`src/shared/serializer_link_defines.svh`:
```
`ifndef SERIALIZER_LINK_DEFINES_SVH
`define SERIALIZER_LINK_DEFINES_SVH

// ****************************************************************
// register indices (byte address is four times the index)
// ****************************************************************
`define LINK_CONTROL_INDEX 8'h04
`define LINK_OUTPUT_CONFIG_INDEX 8'h05
`define LINK_STATUS_INDEX 8'h08

// ****************************************************************
// reset values
// ****************************************************************
// serial link and sleep bits are overwritten from the straps after release
`define LINK_CONTROL_RESET 8'h03
`define LINK_OUTPUT_CONFIG_RESET 8'h70

// ****************************************************************
// field codes
// ****************************************************************
`define PIF_I2C 2'b00
`define PIF_UART 2'b01
`define LEVEL_UNUSED 2'b00
`define PREEMPHASIS_SELECT_UNUSED_LO 4'h5
`define PREEMPHASIS_SELECT_UNUSED_HI 4'h7

// ****************************************************************
// status register bit positions
// ****************************************************************
`define ST_HOLDOFF_BIT 0
`define ST_REV_READY_BIT 1
`define ST_AUTO_START_BIT 2
`define ST_CTRL_DIR_BIT 3
`define ST_LEVEL_BAD_BIT 4
`define ST_PREEMPHASIS_SELECT_BAD_BIT 5

// ****************************************************************
// timing
// ****************************************************************
`define CLK_PERIOD_PS 5000
`define REV_HOLDOFF_US 350
// least time: round up to whole cycles
`define REV_HOLDOFF_CYCLES ((`REV_HOLDOFF_US * 1000000 + `CLK_PERIOD_PS - 1) / `CLK_PERIOD_PS)
// cycles after reset release before the synchronised straps are trusted
`define STRAP_SETTLE_CYCLES 3'd4

`endif

```
`src/shared/serializer_link_pkg.sv`:
```
package serializer_link_pkg;

    // ****************************************************************
    // register layouts, msb first
    // ****************************************************************
    typedef struct packed {
        logic serial_link_enable;
        logic config_link_enable;
        logic prbs_test_enable;
        logic sleep_mode;
        logic [1:0] peripheral_interface_select;
        logic reverse_channel_enable;
        logic forward_channel_enable;
    } link_control_t;

    typedef struct packed {
        logic address_send_method;
        logic filter_pll_disable;
        logic [1:0] output_level_select;
        logic [3:0] preemphasis_select;
    } output_config_t;

    // ****************************************************************
    // controls driven into the serializer
    // ****************************************************************
    typedef struct packed {
        logic serial_link_enable;
        logic config_link_enable;
        logic prbs_test_enable;
        logic sleep_mode;
        logic i2c_base_enable;
        logic uart_base_enable;
        logic reverse_channel_enable;
        logic reverse_holdoff;
        logic forward_channel_enable;
        logic address_send_method;
        logic filter_pll_disable;
        logic [1:0] output_level_select;
        logic [3:0] preemphasis_select;
    } link_outputs_t;

    // ahb data phase held from the address phase
    typedef struct packed {
        logic valid;
        logic write;
        logic lane0;
        logic [7:0] index;
    } ahb_phase_t;

    typedef enum logic [2:0] {
        INIT_WAIT = 3'b001,
        INIT_LOAD = 3'b010,
        INIT_RUN = 3'b100
    } init_state_t;

endpackage

```
`src/design/strap_sync.sv`:
```
`timescale 1ns/10ps

module strap_sync #(
    parameter int unsigned WIDTH = 2
) (
    input wire logic i_clk,
    input wire logic i_rst,
    input wire logic [WIDTH-1:0] i_pin,
    output logic [WIDTH-1:0] o_level
);

    logic [WIDTH-1:0] stage1;
    logic [WIDTH-1:0] stage2;
    logic [WIDTH-1:0] stage3;
    logic [WIDTH-1:0] next_level;

    // a bit changes only once the second and third stages agree
    always_comb begin
        for (int i = 0; i < WIDTH; i++) begin
            next_level[i] = (stage2[i] == stage3[i]) ? stage3[i] : o_level[i];
        end
    end

    // stage1 feeds stage2 only
    always_ff @(posedge i_clk or posedge i_rst) begin
        if (i_rst) begin
            stage1 <= '0;
            stage2 <= '0;
            stage3 <= '0;
            o_level <= '0;
        end else begin
            stage1 <= i_pin;
            stage2 <= stage1;
            stage3 <= stage2;
            o_level <= next_level;
        end
    end

endmodule

```
`src/design/holdoff_timer.sv`:
```
`timescale 1ns/10ps

module holdoff_timer #(
    parameter int unsigned HOLD_CYCLES = 70000
) (
    input wire logic i_clk,
    input wire logic i_rst,
    input wire logic i_start,
    output logic o_busy
);

    localparam int unsigned CW = $clog2(HOLD_CYCLES + 1);

    logic [CW-1:0] count;
    logic [CW-1:0] next_count;
    logic next_busy;

    // a new start restarts the full interval
    always_comb begin
        next_count = count;
        next_busy = o_busy;
        if (i_start) begin
            next_count = CW'(HOLD_CYCLES - 1);
            next_busy = 1'b1;
        end else if (o_busy) begin
            if (count == '0) begin
                next_busy = 1'b0;
            end else begin
                next_count = count - 1'b1;
            end
        end
    end

    always_ff @(posedge i_clk or posedge i_rst) begin
        if (i_rst) begin
            count <= '0;
            o_busy <= 1'b0;
        end else begin
            count <= next_count;
            o_busy <= next_busy;
        end
    end

endmodule

```
`src/design/serializer_link_control_regs.sv`:
```
// Implementation choice: the AHB-Lite interface to the registers.
`timescale 1ns/10ps
`include "serializer_link_defines.svh"

// Functional notes
// - bit 7 enables serial link; powers up 0 if auto-start strap high, else 1
// - reverse channel unavailable for 350 us after link start or stop
// - bit 4 selects sleep; power-up value derived from both straps
// - bits 3:2 pick base interface: 00 I2C, 01 UART, 1x disabled; reset 00
// - bit 1 gates reverse channel reception; resets to 1
// - bit 0 gates forward channel sending; resets to 1
// - second register bit 7: 1 omits I2C register address; resets to 0
// - bits 5:4 choose 200/300/400 mV for 01/10/11; 00 unused; reset 11

module serializer_link_control_regs
    import serializer_link_pkg::*;
#(
    parameter int unsigned HOLDOFF_CYCLES = `REV_HOLDOFF_CYCLES
) (
    input wire logic i_clk,
    input wire logic i_rst,
    input wire logic i_hsel,
    input wire logic [31:0] i_haddr,
    input wire logic [1:0] i_htrans,
    input wire logic i_hwrite,
    input wire logic [2:0] i_hsize,
    input wire logic [31:0] i_hwdata,
    input wire logic i_hready,
    output logic [31:0] o_hrdata,
    output logic o_hreadyout,
    output logic o_hresp,
    input wire logic i_auto_start_strap,
    input wire logic i_control_direction_strap,
    output link_outputs_t o_link_ctrl
);

    // ****************************************************************
    // declarations
    // ****************************************************************
    init_state_t init_state;
    init_state_t next_init_state;
    logic [2:0] settle_cnt;
    logic [2:0] next_settle_cnt;
    logic [1:0] strap_level;
    logic auto_start_strap;
    logic control_direction_strap;

    ahb_phase_t dphase;
    ahb_phase_t next_dphase;
    logic addr_take;
    logic wr_lane0;
    logic next_hreadyout;
    logic [31:0] next_hrdata;

    link_control_t link_control;
    link_control_t next_link_control;
    output_config_t link_output_config;
    output_config_t next_link_output_config;
    logic level_bad;
    logic next_level_bad;
    logic preemphasis_select_bad;
    logic next_preemphasis_select_bad;
    logic [7:0] status_view;

    logic link_change;
    logic holdoff_busy;
    link_outputs_t next_link_ctrl;

    // ****************************************************************
    // strap capture
    // ****************************************************************
    // straps are pins, so they cross into this clock first
    strap_sync #(
        .WIDTH(2)
    ) u_strap_sync (
        .i_clk(i_clk),
        .i_rst(i_rst),
        .i_pin({i_control_direction_strap, i_auto_start_strap}),
        .o_level(strap_level)
    );

    assign auto_start_strap = strap_level[0];
    assign control_direction_strap = strap_level[1];

    // wait until the synchroniser has settled, load once, then serve the bus
    always_comb begin
        next_init_state = init_state;
        next_settle_cnt = settle_cnt;
        case (init_state)
            INIT_WAIT: begin
                if (settle_cnt == `STRAP_SETTLE_CYCLES) begin
                    next_init_state = INIT_LOAD;
                end else begin
                    next_settle_cnt = settle_cnt + 3'd1;
                end
            end
            INIT_LOAD: begin
                next_init_state = INIT_RUN;
            end
            INIT_RUN: begin
                next_init_state = INIT_RUN;
            end
            default: begin
                next_init_state = INIT_WAIT;
            end
        endcase
    end

    // ****************************************************************
    // ahb-lite slave
    // ****************************************************************
    // address phase is taken only once the straps are loaded
    assign addr_take = (init_state == INIT_RUN) && i_hsel && i_htrans[1] && i_hready;

    // only lane 0 carries register data; upper lanes are ignored
    always_comb begin
        next_dphase = dphase;
        next_dphase.valid = addr_take;
        if (addr_take) begin
            next_dphase.write = i_hwrite;
            next_dphase.lane0 = (i_haddr[1:0] == 2'b00) && (i_haddr[31:10] == 22'h0);
            next_dphase.index = i_haddr[9:2];
        end
    end

    assign wr_lane0 = dphase.valid && dphase.write && dphase.lane0;

    // zero wait states; never stalls after init
    assign next_hreadyout = (next_init_state == INIT_RUN);

    // ****************************************************************
    // register file
    // ****************************************************************
    always_comb begin
        next_link_control = link_control;
        next_link_output_config = link_output_config;
        if (init_state == INIT_LOAD) begin
            next_link_control.serial_link_enable = ~auto_start_strap;
            // sleep only when both straps ask for a held-off start
            next_link_control.sleep_mode = control_direction_strap & auto_start_strap;
        end else if (wr_lane0) begin
            if (dphase.index == `LINK_CONTROL_INDEX) begin
                // every bit is stored as written next cycle and reaches the outputs one cycle later, reverse enable only outside the hold-off
                next_link_control = link_control_t'(i_hwdata[7:0]);
            end else if (dphase.index == `LINK_OUTPUT_CONFIG_INDEX) begin
                // unused codes are kept, only flagged below
                next_link_output_config = output_config_t'(i_hwdata[7:0]);
            end
        end
    end

    // sticky flags for unused codes; a new bad write wins over a clear
    always_comb begin
        next_level_bad = level_bad;
        next_preemphasis_select_bad = preemphasis_select_bad;
        if (wr_lane0 && dphase.index == `LINK_STATUS_INDEX) begin
            if (i_hwdata[`ST_LEVEL_BAD_BIT]) begin
                next_level_bad = 1'b0;
            end
            if (i_hwdata[`ST_PREEMPHASIS_SELECT_BAD_BIT]) begin
                next_preemphasis_select_bad = 1'b0;
            end
        end
        if (next_link_output_config.output_level_select == `LEVEL_UNUSED && wr_lane0 &&
            dphase.index == `LINK_OUTPUT_CONFIG_INDEX) begin
            next_level_bad = 1'b1;
        end
        if (next_link_output_config.preemphasis_select >= `PREEMPHASIS_SELECT_UNUSED_LO &&
            next_link_output_config.preemphasis_select <= `PREEMPHASIS_SELECT_UNUSED_HI && wr_lane0 &&
            dphase.index == `LINK_OUTPUT_CONFIG_INDEX) begin
            next_preemphasis_select_bad = 1'b1;
        end
    end

    // live view of the block's own state
    always_comb begin
        status_view = 8'h00;
        status_view[`ST_HOLDOFF_BIT] = holdoff_busy;
        status_view[`ST_REV_READY_BIT] = o_link_ctrl.reverse_channel_enable;
        status_view[`ST_AUTO_START_BIT] = auto_start_strap;
        status_view[`ST_CTRL_DIR_BIT] = control_direction_strap;
        status_view[`ST_LEVEL_BAD_BIT] = level_bad;
        status_view[`ST_PREEMPHASIS_SELECT_BAD_BIT] = preemphasis_select_bad;
    end

    // control and config read data built from next values so a write just before is seen; status uses current values
    always_comb begin
        next_hrdata = 32'h0;
        if (addr_take && !i_hwrite && i_haddr[31:10] == 22'h0) begin
            if (i_haddr[9:2] == `LINK_CONTROL_INDEX) begin
                next_hrdata = {24'h0, next_link_control};
            end else if (i_haddr[9:2] == `LINK_OUTPUT_CONFIG_INDEX) begin
                next_hrdata = {24'h0, next_link_output_config};
            end else if (i_haddr[9:2] == `LINK_STATUS_INDEX) begin
                next_hrdata = {24'h0, status_view};
            end
        end
    end

    // ****************************************************************
    // reverse channel hold-off
    // ****************************************************************
    // any start or stop, including the strap load, restarts the wait
    assign link_change = next_link_control.serial_link_enable != link_control.serial_link_enable;

    holdoff_timer #(
        .HOLD_CYCLES(HOLDOFF_CYCLES)
    ) u_holdoff_timer (
        .i_clk(i_clk),
        .i_rst(i_rst),
        .i_start(link_change),
        .o_busy(holdoff_busy)
    );

    // ****************************************************************
    // control outputs
    // ****************************************************************
    // one register stage; reverse traffic is masked while the wait runs
    always_comb begin
        next_link_ctrl.serial_link_enable = link_control.serial_link_enable;
        next_link_ctrl.config_link_enable = link_control.config_link_enable;
        next_link_ctrl.prbs_test_enable = link_control.prbs_test_enable;
        next_link_ctrl.sleep_mode = link_control.sleep_mode;
        next_link_ctrl.i2c_base_enable = link_control.peripheral_interface_select == `PIF_I2C;
        next_link_ctrl.uart_base_enable = link_control.peripheral_interface_select == `PIF_UART;
        next_link_ctrl.reverse_channel_enable = link_control.reverse_channel_enable & ~holdoff_busy;
        next_link_ctrl.reverse_holdoff = holdoff_busy;
        next_link_ctrl.forward_channel_enable = link_control.forward_channel_enable;
        next_link_ctrl.address_send_method = link_output_config.address_send_method;
        next_link_ctrl.filter_pll_disable = link_output_config.filter_pll_disable;
        next_link_ctrl.output_level_select = link_output_config.output_level_select;
        next_link_ctrl.preemphasis_select = link_output_config.preemphasis_select;
    end

    // ****************************************************************
    // state registers
    // ****************************************************************
    always_ff @(posedge i_clk or posedge i_rst) begin
        if (i_rst) begin
            init_state <= INIT_WAIT;
            settle_cnt <= 3'd0;
            dphase <= '0;
            o_hreadyout <= 1'b0;
            o_hrdata <= 32'h0;
            o_hresp <= 1'b0;
            link_control <= link_control_t'(`LINK_CONTROL_RESET);
            link_output_config <= output_config_t'(`LINK_OUTPUT_CONFIG_RESET);
            level_bad <= 1'b0;
            preemphasis_select_bad <= 1'b0;
            o_link_ctrl <= '0;
        end else begin
            init_state <= next_init_state;
            settle_cnt <= next_settle_cnt;
            dphase <= next_dphase;
            o_hreadyout <= next_hreadyout;
            o_hrdata <= next_hrdata;
            o_hresp <= 1'b0; // always okay
            link_control <= next_link_control;
            link_output_config <= next_link_output_config;
            level_bad <= next_level_bad;
            preemphasis_select_bad <= next_preemphasis_select_bad;
            o_link_ctrl <= next_link_ctrl;
        end
    end

endmodule

```
`config.mk`:
```
export PLATFORM = sky130hd
export DESIGN_NAME = serializer_link_control_regs
export DESIGN_NICKNAME = d
export VERILOG_FILES = /design/src/shared/serializer_link_pkg.sv /design/src/design/strap_sync.sv /design/src/design/holdoff_timer.sv /design/src/design/serializer_link_control_regs.sv
export VERILOG_INCLUDE_DIRS = /design/src /design/src/shared
export SDC_FILE = /design/constraint.sdc
export NUM_CORES = 1
export LEC_CHECK = 0
export BUFFER_PORTS_ARGS = -buffer_cell sky130_fd_sc_hd__buf_4
export CORE_UTILIZATION = 50
export DETAILED_ROUTE_END_ITERATION = 7
export PLACE_DENSITY = 0.76
export SYNTH_ARGS = -nofsm -noshare
export SYNTH_HDL_FRONTEND = slang
export SYNTH_HIERARCHICAL = 1
export SYNTH_SLANG_ARGS = --single-unit
```
`constraint.sdc`:
```
create_clock -name i_clk -period 3.7 [get_ports i_clk]
set_input_delay 0.37 -clock i_clk [delete_from_list [all_inputs] [get_ports i_clk]]
set_output_delay 0.37 -clock i_clk [all_outputs]
set_load 0.02 [all_outputs]
```
# ---- Yosys cells after proc, flatten, opt, wreduce, memory -nomap -nowiden
# Cells that the tools add are included.
dict set report word_totals {
  regBits 111
  input_bits 76
  elab_cells 124
}
dict set report op_classes {
  addsub 2
  order_cmp 2
  n_eq_ne 16
  mux 28
  bitwise_logic 5
  reduce_logical 30
}
# op n
set op_table {}
lappend op_table {{8-bit 2-to-1 mux} 9}
lappend op_table {{17-bit 2-to-1 mux} 3}
lappend op_table {{8-bit by 3-bit == test with 1-bit output, second input constant} 4}
lappend op_table {{22-bit zero test} 1}
lappend op_table {{17-bit zero test} 1}
lappend op_table {{17-bit by 1-bit subtractor with 17-bit output, second input constant} 1}
lappend op_table {{8-bit by 4-bit == test with 1-bit output, second input constant} 2}
lappend op_table {{1-bit logical AND} 14}
lappend op_table {{1-bit 2-to-1 mux} 11}
lappend op_table {{2-bit nonzero test} 5}
lappend op_table {{3-bit == test, second input constant} 3}
lappend op_table {{2-bit AND reduction} 4}
lappend op_table {{2-bit zero test} 3}
lappend op_table {{6-bit 2-to-1 mux} 1}
lappend op_table {{3-bit case mux with 2 select lines} 1}
lappend op_table {{4-bit by 3-bit >= comparator with 1-bit output, second input constant} 1}
lappend op_table {{4-bit by 3-bit less-or-equal comparator with 1-bit output, second input constant} 1}
lappend op_table {{4-bit 2-to-1 mux} 1}
lappend op_table {{3-bit by 1-bit adder with 3-bit output, second input constant} 1}
lappend op_table {{3-bit by 1-bit == test with 1-bit output, second input constant} 1}
lappend op_table {{3-bit by 2-bit == test with 1-bit output, second input constant} 1}
lappend op_table {{3-bit 2-to-1 mux} 1}
lappend op_table {{1-bit NOT} 3}
lappend op_table {{1-bit AND} 2}
lappend op_table {{other kinds (7)} 8}

# ---- Depth between registers and ports, before layout
# Gate-level depths: netlist of the first run.
dict set report depth {
  ltp_word 11
  mapped_depth 9
}

# ---- Hierarchy
# Netlist of the first run, hierarchy kept.
# mod n_inst cells_each area_per_inst_um2 seq_area_each_um2
set by_module_without_submodules {}
lappend by_module_without_submodules {serializer_link_control_regs 1 222 2675.1 1534.0}
lappend by_module_without_submodules {holdoff_timer 1 99 964.7 450.4}
lappend by_module_without_submodules {strap_sync 1 11 226.5 200.2}

# ---- Least setup slack after synthesis of the first run
# No wires, ideal clock.
dict set report synth_path {
  kind {register to register}
  start {register init_state[0]}
  end {register u_holdoff_timer.count[1]}
  setup_ns 0.132
  arrival_ns 2.300
  required_ns 3.568
  setup_slack_ns 1.268
  stages_incl_launch_ff 10
  n_path_buf 3
  synth_period_minus_slack_ns 2.432
  cell_sequence {dfstp_2 -> clkbuf_1 -> or3b_2 -> clkbuf_1 -> nand4_1 -> o22ai_1 -> o21a_1 -> clkbuf_1 -> nor4b_1 -> a31oi_1}
}
dict set report synth_via {
  elab_chain_len 5
  elab_cells_between_ends 7
  classes_between {3 x eq/ne; 2 x mux; 2 x reduce/logical}
}
# element line_no
set synth_rtl {}
lappend synth_rtl {{start, declared} serializer_link_control_regs.sv:40} ;# init_state_t init_state;
lappend synth_rtl {{start signal, assigned} serializer_link_control_regs.sv:252} ;# init_state <= next_init_state;
lappend synth_rtl {{3-bit by 2-bit == test with 1-bit output *} serializer_link_control_regs.sv:137} ;# if (init_state == INIT_LOAD) begin
lappend synth_rtl {{1-bit 2-to-1 mux *} serializer_link_control_regs.sv:137}
lappend synth_rtl {{1-bit != test *} serializer_link_control_regs.sv:204} ;# assign link_change = next_link_control.serial_link_enable != link_control.serial_link_enable;
lappend synth_rtl {{net link_change} serializer_link_control_regs.sv:65} ;# logic link_change;
lappend synth_rtl {{2-bit != test (no source line) or 2-bit nonzero test (tied branches)} -}
lappend synth_rtl {{2-bit AND reduction (no source line)} -}
lappend synth_rtl {{end signal, assigned} holdoff_timer.sv:39} ;# count <= next_count;
lappend synth_rtl {{end, declared} holdoff_timer.sv:14} ;# logic [CW-1:0] count;
# The timed path passes the listed nets; every way through them passes the cells marked *.
# A chain may end at the register's enable or synchronous reset.

# ---- Final worst setup path of the first run
dict set report layout_path {
  start {register dphase[1] in the netlist's numbering}
  end {register u_holdoff_timer.count[7]}
}
dict set report layout_via {
  elab_chain_len 7
  elab_cells_between_ends 9
  classes_between {3 x eq/ne; 4 x mux; 2 x reduce/logical}
}
# element line_no
set layout_rtl {}
lappend layout_rtl {{start, declared} serializer_link_control_regs.sv:48} ;# ahb_phase_t dphase;
lappend layout_rtl {{start signal, assigned} serializer_link_control_regs.sv:254} ;# dphase <= next_dphase;
lappend layout_rtl {{8-bit by 3-bit == test with 1-bit output (no source line) *} -}
lappend layout_rtl {{8-bit 2-to-1 mux *} serializer_link_control_regs.sv:142} ;# if (dphase.index == `LINK_CONTROL_INDEX) begin
lappend layout_rtl {{8-bit 2-to-1 mux *} serializer_link_control_regs.sv:141} ;# end else if (wr_lane0) begin
lappend layout_rtl {{1-bit 2-to-1 mux *} serializer_link_control_regs.sv:137}
lappend layout_rtl {{1-bit != test *} serializer_link_control_regs.sv:204}
lappend layout_rtl {{net link_change} serializer_link_control_regs.sv:65}
lappend layout_rtl {{2-bit != test (no source line) or 2-bit nonzero test (tied branches)} -}
lappend layout_rtl {{2-bit AND reduction (no source line)} -}
# Marked as above.

==> results of run 1 <==
final cells by class:
class	count	area (µm²)	area share, %
clock inverter	5	38.8	0.838
tap	99	124	2.68
clock buffer	11	141	3.05
inverter	15	56.3	1.22
timing repair buffer	79	596	12.9
sequential	87	2180	47.2
multi-input combinational	220	1490	32.2
cells in the mapped netlist, types with 4 or more instances:
cell      count  area share, %
inv_1        15            1.5
dfstp_2       6            4.1
nor4_1       10            1.6
clkbuf_1      4           0.39
o31ai_1       4           0.78
nor2b_1       7            1.1
or3_1        10            1.6
nand2_1      10           0.97
nand3_1       5           0.65
nor3_1        7           0.91
or4_1         7            1.4
a21oi_1      21            2.7
mux2_2       21            6.1
dfrtp_1      81             52
mux2i_1       7            1.8
buf_4        25            4.9
o21ai_0       6           0.78
a211oi_1      4           0.78
nor2_1       21            2.0
final timing paths:
| path | cells after the start | start | endpoint | slack, ps |
|---|---|---|---|---|
| worst max-delay path | 6 | dphase[1]$_DFFE_PP0P_ | u_holdoff_timer/count[7]$_DFFE_PP0P_ | 1000 |
| worst min-delay path | 1 | i_control_direction_strap | u_strap_sync/stage1[1]$_DFF_PP0_ | 130 |
| worst max register to register | 6 | dphase[1]$_DFFE_PP0P_ | u_holdoff_timer/count[7]$_DFFE_PP0P_ | 1000 |
| worst min register to register | 0 | u_strap_sync/stage1[1]$_DFF_PP0_ | u_strap_sync/stage2[1]$_DFF_PP0_ | 350 |
| max in group asynchronous | 4 | i_rst | link_output_config[4]$_DFF_PP1_ | 2060 |
| min in group asynchronous | 3 | i_rst | u_strap_sync/stage3[1]$_DFF_PP0_ | 530 |
through the flow:
stage / power (mW) / hold slack [ps] / instance area (µm²) / worst slack [ps] / instances
global placement: 1.27 / 333 / 4440 / 1090 / 499
detailed placement: 1.28 / 335 / 4440 / 993 / 499
global route: 1.95 / 116 / 4630 / 806 / 516
finish: 1.87 / 134 / 4630 / 996 / 516
CTS: 1.89 / 117 / 4630 / 980 / 516
floorplan: 1.21 / 186 / 3960 / 1270 / 356
flip-flops by register name, summed over array words and instances (netlist names):
signal                  flops
o_link_ctrl                17
u_holdoff_timer/count      17
dphase                     11
link_control                8
link_output_config          8
o_hrdata                    8
init_state                  3
settle_cnt                  3
u_strap_sync/o_level        2
u_strap_sync/stage1         2
u_strap_sync/stage2         2
u_strap_sync/stage3         2
level_bad                   1
o_hreadyout                 1
preemphasis_select_bad      1
u_holdoff_timer/o_busy      1
power groups by stage:
stage / Combinational (mW) / Clock (mW) / Sequential, mW
finish: 0.209 / 0.604 / 1.06
global route: 0.231 / 0.658 / 1.07
CTS: 0.211 / 0.621 / 1.05
detailed placement: 0.209 / 0 / 1.07
global placement: 0.202 / 0 / 1.07
floorplan: 0.148 / 0 / 1.06
repair_timing:
item	in CTS	in global routing
endpoints found under the hold margin	8	0
gates resized for setup	0	0
hold buffers	1	0
endpoints found under the setup margin	0	0
cell families after synthesis:
logic type	count (synthesis)
XOR/XNOR	3
buffers and inverters	49
AND/OR/NAND/NOR	108
flip-flops	87
adder cells (fa/ha/maj)	5
AO/OA/AOI/OAI	51
multiplexers	28
other	1
metal layers:
metal / share of wire, % / up-vias / global-route usage, %
li1: - / 1318 / -
met1: 43 / 1325 / 25.4
met2: 51 / 79 / 33.6
met3: 4.2 / 10 / 4.31
met4: 1.7 / 0 / 7.93
met5: 0 / - / 0
worst max-delay path: stages, from the launching register on:
cell      delay (ps)
dfrtp_1          390
nor4_1           430
nand4_1          370
o211ai_1         290
o21a_1           520
inv_1            300
a31o_2           300
cells in the final DEF, fill, tap and decap left out, drive strengths merged, types with 2 or more instances in the layout:
cell    count
a211oi      4
a21oi      21
and3        2
and4b       2
buf        78
clkbuf     11
conb       25
dfrtp      81
dfstp       6
ha          3
inv        18
maj3        2
mux2       21
mux2i       7
nand2      10
nand2b      2
nand3       5
nand3b      3
nand4       3
nand4b      3
nor2       21
nor2b       7
nor3        7
nor3b       2
nor4       11
nor4b       3
o211ai      3
o21a        2
o21ai       6
o31ai       4
o41ai       3
or3        10
or3b        2
or4         9
or4b        5
xnor2       3
==> summary.txt, run 1 <==
Drt
  – Drt total wl: 7720 µm
  – Wirelength per Cell: 15.0 µm
  – Initial DRC count: 184
  – Drt drc: 0
  – Final ANT Viol Nets: 0
  – Drt pass-1 iters: 4
  – Vias per inst: 5.29
  – Vias: 2732

Pwr
  – Gate power share: 11.2%
  – Leak pwr: 2.10 nW
  – Clock share of power: 32.3%
  – Sw power: 0.498 mW
  – Seq pwr share: 56.5%
  – Max VDD drop: 0.000293 V
  – Switching share of power: 26.6%
  – PwrDens: 404 nW/µm²
  – Internal power consumption: 1.37 mW

Global routing
  – Vias in the first global route: 2661
  – Global-route wire length before repair: 12800 µm
  – Largest net degree at the start of global routing: 52
  – Total grt overflow: 0
  – Total global-route track usage: 20.0%
  – Initial antenna violation count: 0

STA
  – Fin. Hold Viols: 0
  – Setup_tns: 0 ps
  – Final min period: 2700 ps
  – Final setup vio count: 0
  – RSZ-0062 raised after global routing: false
  – Worst-margin pin slew: 1010 ps
  – Slew margin rel.: 32.3%
  – Slew Limit Fails: 0
  – Peak Freq: 0.370 GHz
  – Final cycle utilization of the critical path: 73.1%
  – Fin Clk Skew: 14.6 ps

Die
  – Die Wd: 89.9 µm
  – Die area: 8090 µm²
  – Die Y: 89.9 µm
  – Rows: 31
  – Starting Density: 52.5%
  – Ports: 127
  – Core area: 7370 µm²

Synthesis
  – Top_reg_cell synth: dfrtp_1
  – Adder-Cell Fraction of Synth Area: 1.55%
  – Post-synthesis sequential area ratio: 56.5%
  – Mapped Area: 3870 µm²
  – Ys async rst share: 100%
  – EDFF count, synth: 0
  – Warnings, synthesis: 6
  – Netlist cell types: 52
  – Mapped Cells: 332
  – Mux cell area share after synthesis: 7.93%
  – Syn_area_per_cell: 11.6 µm²
  – Simple-Gate Fraction of Synth Area: 17.4%
  – Synth Register Bits: 87
  – Post-synthesis xor/xnor area fraction: 0.680%
  – Largest family of logic cells by synthesized area: simple AND/OR/NAND/NOR gates
  – Post-synthesis compound-gate area fraction: 8.38%

Clock tree
  – H-tree levels: 3
  – # Post-CTS Setup Buffers: 0
  – Root Buffer: clkbuf_8
  – Worst-Skew Late Latency: 350 ps
  – CTS max path bufs: 2
  – Total CTS buffers: 9
  – Clock slew at reported path FFs: 80 ps
  – CTS tree: done
  – Sink Count: 87

Final layout
  – Fin nets: 491
  – Final core utilization: 62.8%
  – Area grow syn2layout: 19.7%
  – Fill count: 612
  – Diodes inserted: 0
  – Layout cells sized above 1: 31.4%

Critical path
  – Critical path capture point type: register
  – Max Fanout on Critical Path: 16
  – Crit path DAT: 2940 ps
  – Setup Crit Path Kind: register to register
  – Data required, critical path: 3940 ps
  – Crit start category: register

Min path
  – Worst hold path class: input port to register

Placed design
  – GPL Wtd Cong: 0.839
  – Port Buffers: 73
  – HPWL Detailed: 5660 µm

Outcome
  – Outcome: finished clean

Run
  – Max-Cap Viols: 0
No activity file was read; power rests on OpenSTA's default activity.
==> run 2: changes to the inputs <==
==> constraint.sdc (replaced) <==
create_clock -name i_clk -period 2.7 [get_ports i_clk]
set_input_delay 0.27 -clock i_clk [delete_from_list [all_inputs] [get_ports i_clk]]
set_output_delay 0.27 -clock i_clk [all_outputs]
set_load 0.02 [all_outputs]
==> run 2 against run 1 <==
Net effect: count of clock-buffer cells in the layout down 2; critical path type unchanged; via count up 1.6%; maximum frequency up 12%; largest cell class unchanged; highest routed layer unchanged.
==> summary.txt, run 2 (synthesis gave the netlist of run 1 again) <==
Pwr
  – Overall Power: 2.65 mW (+41%)
  – Max VDD drop: 0.000338 V (+15%)
  – Leak pwr: 2.15 nW (+2.2%)
  – Clock share of power: 34.5% (+2.2 points)
  – Sw power: 0.693 mW (+39%)
  – Gate power share: 10.8% (-0.4 points)
  – Seq pwr share: 54.7% (-1.8 points)
  – Switching share of power: 26.2% (-0.44 points)
  – Internal power consumption: 1.95 mW (+42%)
  – PwrDens: 563 nW/µm² (+40%)

Final layout
  – Most frequent cells in the layout: buf_4 (84), dfrtp_1 (81), conb_1 (25)
  – Layout cells sized above 1: 32.6% (+1.2 points)
  – Final core utilization: 63.7% (+0.90 points)
  – Commonest non-fill, non-tap cell in the layout: buf_4
  – Diodes inserted: 0 (unchanged)
  – Finished Cell Area: 4700 µm² (+1.4%)
  – Largest registers: o_link_ctrl: 17 flops, u_holdoff_timer/count: 17 flops, dphase: 11 flops
  – Area grow syn2layout: 21.5%
  – Fin nets: 497 (+1.2%)
  – Finished Layout Cells: 522 (+1.2%)

STA
  – Setup_tns: 0 ps (unchanged)
  – Final cycle utilization of the critical path: 89.3% (+16 points)
  – Final min period: 2410 ps (-293 ps)
  – Worst hold margin: 25.5 ps (-109 ps)
  – Worst-margin pin slew: 758 ps (-256 ps)
  – RSZ-0062 raised after global routing: false
  – Final WS setup: 289 ps (-707 ps)
  – Final setup vio count: 0 (unchanged)
  – Fin Clk Skew: 11.1 ps (-3.60 ps)
  – Slew Limit Fails: 0 (unchanged)
  – Fin. Hold Viols: 0 (unchanged)
  – Slew margin rel.: 49.4% (+17 points)
  – Peak Freq: 0.415 GHz (+12%)

Die
  – Starting Density: 52.5% (unchanged)
  – Core area: 7370 µm² (unchanged)
  – Die Wd: 89.9 µm (unchanged)
  – Die area: 8090 µm² (unchanged)
  – Die Y: 89.9 µm (unchanged)
  – Ports: 127 (unchanged)
  – Rows: 31 (unchanged)

Min path
  – Hold path start: i_auto_start_strap
  – Worst hold path class: input port to register

Drt
  – Vias per inst: 5.32 (+0.44%)
  – Wirelength per Cell: 14.4 µm (-4.0%)
  – Final ANT Viol Nets: 0 (unchanged)
  – Vias: 2776 (+1.6%)
  – Initial DRC count: 144 (-22%)
  – Drt pass-1 iters: 4 (unchanged)
  – Drt total wl: 7500 µm (-2.9%)
  – Drt drc: 0 (unchanged)

Run
  – Max-Cap Viols: 0 (unchanged)

Outcome
  – Outcome: finished clean

Global routing
  – Largest net degree at the start of global routing: 38 (-27%)
  – Total grt overflow: 0 (unchanged)
  – Total global-route track usage: 19.7% (-0.28 points)
  – Initial antenna violation count: 0 (unchanged)
  – Vias in the first global route: 2725 (+2.4%)
  – Global-route wire length before repair: 12600 µm (-1.5%)

Critical path
  – Data required, critical path: 2940 ps (-1000 ps)
  – Start point of the critical path: dphase[1]$_DFFE_PP0P_
  – Worst path max stage delay: 440 ps (-80 ps)
  – Max Fanout on Critical Path: 11 (-5)
  – Setup Crit Path Kind: register to register
  – Crit start category: register
  – Critical path capture point type: register
  – RR Startpoint: dphase[1]$_DFFE_PP0P_
  – Critical path, cell by cell: nor4_1 > nand4_1 > o211ai_1 > o21a_1 > buf_4 > nor4_1 > a31o_2
  – Crit-path most repeated cell: nor4_1
  – Crit path DAT: 2650 ps (-290 ps)
  – Slowest cell on crit path: nor4_1

Clock tree
  – # Post-CTS Setup Buffers: 0 (unchanged)
  – Total CTS buffers: 9 (unchanged)
  – Root Buffer: clkbuf_8
  – CTS max path bufs: 2 (unchanged)
  – CTS tree: done
  – Sink Count: 87 (unchanged)
  – H-tree levels: 3 (unchanged)
  – Clock slew at reported path FFs: 80 ps (about the same)
  – Worst-Skew Late Latency: 350 ps (about the same)

Placed design
  – GPL Wtd Cong: 0.818 (-2.5%)
  – Placed insts: 505 (+1.2%)
  – HPWL Detailed: 5550 µm (-2.0%)
  – Pre-CTS WS: 360 ps (-632 ps)
  – Port Buffers: 73 (unchanged)
  – Area after DPL: 4480 µm² (+1.0%)
## run 2: layer usage
| layer | vias up | global-route usage (%) | part of all wire [%] |
|---|---|---|---|
| li1 | 1333 | - | - |
| met1 | 1369 | 24.6 | 44 |
| met2 | 64 | 33.1 | 51 |
| met3 | 10 | 5.25 | 3.7 |
| met4 | 0 | 7.39 | 1.6 |
| met5 | - | 0 | 0 |
## run 2: area by class of cell
class                      instances  area, µm²
multi-input combinational        220       1490
clock inverter                     7       77.6
fill                             581       2670
clock buffer                       9        124
sequential                        87       2180
tap                               99        124
timing repair buffer              85        641
inverter                          15       56.3
## run 2: critical path: cells and delay by family (launching register included)
family | cells | cell delay (ps)
simple gates | 3 | 920
compound gates | 3 | 770
buf+inv | 1 | 220
flops | 1 | 400
## run 2: final timing paths
check | depth (start not counted) | slack [ps] | end
worst max-delay path | 7 | 290 | u_holdoff_timer/count[7]$_DFFE_PP0P_
worst min-delay path | 1 | 30 | u_strap_sync/stage1[0]$_DFF_PP0_
worst max register to register | 7 | 290 | u_holdoff_timer/count[7]$_DFFE_PP0P_
worst min register to register | 0 | 350 | u_strap_sync/stage2[0]$_DFF_PP0_
max in group asynchronous | 4 | 1340 | link_output_config[6]$_DFF_PP1_
min in group asynchronous | 3 | 420 | u_strap_sync/o_level[0]$_DFFE_PP0N_
## run 2: power groups by stage
stage	Clock (mW)	Sequential (mW)	Combinational (mW)
floorplan	0	1.46	0.203
global placement	0	1.47	0.279
detailed placement	0	1.47	0.287
CTS	0.950	1.45	0.288
global route	1.00	1.46	0.317
finish	0.913	1.45	0.286
## run 2: what timing repair did
item / CTS / global route
gates resized for setup: 0 / 0
hold buffers: 1 / 0
hold endpoints to repair: 8 / 0
setup endpoints to repair: 0 / 0
==> run 3: changes to the inputs <==
--- a/config.mk
+++ b/config.mk
@@ -7,6 +7,7 @@
 export NUM_CORES = 1
 export LEC_CHECK = 0
 export BUFFER_PORTS_ARGS = -buffer_cell sky130_fd_sc_hd__buf_4
+export CORE_MARGIN = 5
 export CORE_UTILIZATION = 50
 export DETAILED_ROUTE_END_ITERATION = 7
 export PLACE_DENSITY = 0.76
==> run 3 against run 2 <==
Net effect: routed wire length up 5.3%; sequential share of layout area is essentially flat; critical path depth is 1 lower; non-clock buffer count down 1; clock skew is 5.7 ps higher; register-to-register slack worse by 30 ps; total power fell by 0.25%; cell area increased by 0.11%; via count up 0.14%; critical path type unchanged.
==> summary.txt, run 3 (synthesis gave the netlist of run 1 again) <==
Outcome
  – Outcome: finished clean

Pwr
  – Gate power share: 11.0% (+0.2 points)
  – PwrDens: 561 nW/µm² (-0.36%)
  – Overall Power: 2.64 mW (-0.25%)
  – Clock share of power: 34.1% (-0.4 points)
  – Max VDD drop: 0.000362 V (+7.2%)
  – Sw power: 0.663 mW (-4.2%)
  – Internal power consumption: 1.98 mW (+1.2%)
  – Seq pwr share: 54.8% (about the same)
  – Leak pwr: 2.15 nW (-0.22%)
  – Switching share of power: 25.1% (-1.0 points)

Global routing
  – Largest net degree at the start of global routing: 35 (-7.9%)
  – Vias in the first global route: 2720 (-0.18%)
  – Initial antenna violation count: 0 (unchanged)
  – Global-route wire length before repair: 13300 µm (+5.4%)
  – Total global-route track usage: 17.4% (-2.4 points)
  – Total grt overflow: 0 (unchanged)

Clock tree
  – Worst-Skew Late Latency: 350 ps (about the same)
  – Cts repair resizes: 0 (unchanged)
  – # Post-CTS Setup Buffers: 0 (unchanged)
  – CTS tree: done
  – CTS max path bufs: 2 (unchanged)
  – Root Buffer: clkbuf_8
  – H-tree levels: 3 (unchanged)
  – Total CTS buffers: 9 (unchanged)
  – Clock slew at reported path FFs: 80 ps (about the same)
  – Sink Count: 87 (unchanged)

Drt
  – Final ANT Viol Nets: 0 (unchanged)
  – Drt total wl: 7890 µm (+5.3%)
  – Drt pass-1 iters: 4 (unchanged)
  – Drt drc: 0 (unchanged)
  – Vias: 2780 (+0.14%)
  – Vias per inst: 5.31 (-0.24%)
  – Initial DRC count: 81 (-44%)
  – Wirelength per Cell: 15.1 µm (+4.9%)

Final layout
  – Most frequent cells in the layout: buf_4 (82), dfrtp_1 (81), conb_1 (25)
  – Finished Cell Area: 4700 µm² (+0.11%)
  – Sequential Area: 2180 µm² (unchanged)
  – Diodes inserted: 0 (unchanged)
  – Multi-input logic area: 1490 µm² (unchanged)
  – Area grow syn2layout: 21.6%
  – Layout cells sized above 1: 32.0% (-0.63 points)
  – Fin nets: 496 (-0.20%)
  – Fill count: 610 (+5.0%)
  – Largest registers: o_link_ctrl: 17 flops, u_holdoff_timer/count: 17 flops, dphase: 11 flops
  – Commonest non-fill, non-tap cell in the layout: buf_4

STA
  – Peak Freq: 0.410 GHz (-1.2%)
  – Final WS setup: 259 ps (-29.4 ps)
  – RSZ-0062 raised after global routing: false
  – Fin Clk Skew: 16.8 ps (+5.71 ps)
  – Slew Limit Fails: 0 (unchanged)
  – Setup_tns: 0 ps (unchanged)
  – Final setup vio count: 0 (unchanged)
  – Final cycle utilization of the critical path: 90.4% (+1.1 points)
  – Fin. Hold Viols: 0 (unchanged)
  – Final min period: 2440 ps (+29.4 ps)
  – Worst hold margin: 33.0 ps (+7.52 ps)
  – Slew margin rel.: 54.5% (+5.1 points)
  – Worst-margin pin slew: 682 ps (-76.4 ps)

Placed design
  – Pre-CTS WS: 269 ps (-91.2 ps)
  – HPWL Detailed: 5940 µm (+7.1%)
  – GPL Wtd Cong: 0.843 (+3.0%)
  – Port Buffers: 73 (unchanged)
  – Area after DPL: 4490 µm² (+0.20%)

Run
  – Max-Cap Viols: 0 (unchanged)

Critical path
  – Crit-path leading delay family: compound AO/OA/AOI/OAI gates
  – Slowest cell on crit path: nor4_1
  – Max Fanout on Critical Path: 9 (-2)
  – Worst path max stage delay: 440 ps (about the same)
  – Critical path, cell by cell: nor4_1 > nand4_1 > o211ai_1 > o21a_1 > inv_1 > a31o_2
  – Crit start category: register
  – Setup Crit Path Kind: register to register
  – Buf+Inv Stages, Crit Path: 1 (unchanged)
  – Crit path DAT: 2680 ps (+30 ps)
  – Critical path capture point type: register
  – Data required, critical path: 2940 ps (about the same)

Min path
  – Worst hold path class: input port to register

Die
  – Ports: 127 (unchanged)
  – Die area: 9590 µm² (+19%)
  – Core area: 7650 µm² (+3.8%)
  – Starting Density: 50.6% (-1.9 points)
  – Rows: 32 (+3.2%)
  – Die Wd: 97.9 µm (+8.9%)
  – Die Y: 97.9 µm (+8.9%)
[run 3: changes by cell type in the layout (fill, tap and decap cells not counted), sizes merged]
cell / previous run / this run
clkinv: 3 / 1
inv: 18 / 17
buf: 84 / 83
clkbuf: 9 / 12
[run 3: area by class of cell]
cell class / instances / area share [%]
Clock buffer: 12 / 3.09
Clock inverter: 4 / 1.12
Inverter: 15 / 1.20
Multi-Input combinational cell: 220 / 31.7
Sequential cell: 87 / 46.5
Tap cell: 102 / 2.71
Timing Repair Buffer: 84 / 13.7
[run 3: path summary, 6_finish.rpt]
kind,cells past startpoint,startpoint,slack [ps],to
worst max-delay path,6,dphase[1]$_DFFE_PP0P_,260,u_holdoff_timer/count[7]$_DFFE_PP0P_
worst min-delay path,1,i_control_direction_strap,30,u_strap_sync/stage1[1]$_DFF_PP0_
worst max register to register,6,dphase[1]$_DFFE_PP0P_,260,u_holdoff_timer/count[7]$_DFFE_PP0P_
worst min register to register,0,u_strap_sync/stage1[0]$_DFF_PP0_,360,u_strap_sync/stage2[0]$_DFF_PP0_
max in group asynchronous,4,i_rst,1490,link_output_config[5]$_DFF_PP1_
min in group asynchronous,3,i_rst,450,u_strap_sync/stage3[1]$_DFF_PP0_
[run 3: power groups by stage]
stage	clock network [mW]	registers (mW)	logic (mW)
after floorplan	0	1.46	0.203
after global placement	0	1.46	0.281
after detailed placement	0	1.47	0.293
after CTS	0.919	1.45	0.294
after global routing	0.985	1.46	0.326
final	0.900	1.45	0.291
[run 3: layer usage]
layer	global-route usage [%]	up-vias	part of all wire, %	wire [µm]
met5	0	-	0	0
met3	5.21	11	6.7	528
met2	28.6	95	51	4000
met1	21.7	1344	41	3240
li1	-	1330	-	-
met4	6.28	0	1.5	119
[run 3: timing repair]
item / CTS / global route
hold endpoints to repair: 8 / 0
hold buffers: 1 / 0
endpoints found under the setup margin: 0 / 0
[run 3: metrics by stage]
step,cells,util (%)
2_1_floorplan,356,-
3_3_place_gp,507,58.8
3_5_place_dp,507,58.8
4_1_cts,524,61.5
5_1_grt,524,61.5
6_report,524,61.5
[run 3: worst register-to-register path: stages (launching register included)]
cell and delay [ps]:
dfrtp_1 400, nor4_1 440, nand4_1 380, o211ai_1 280
o21a_1 350, inv_1 220, a31o_2 270
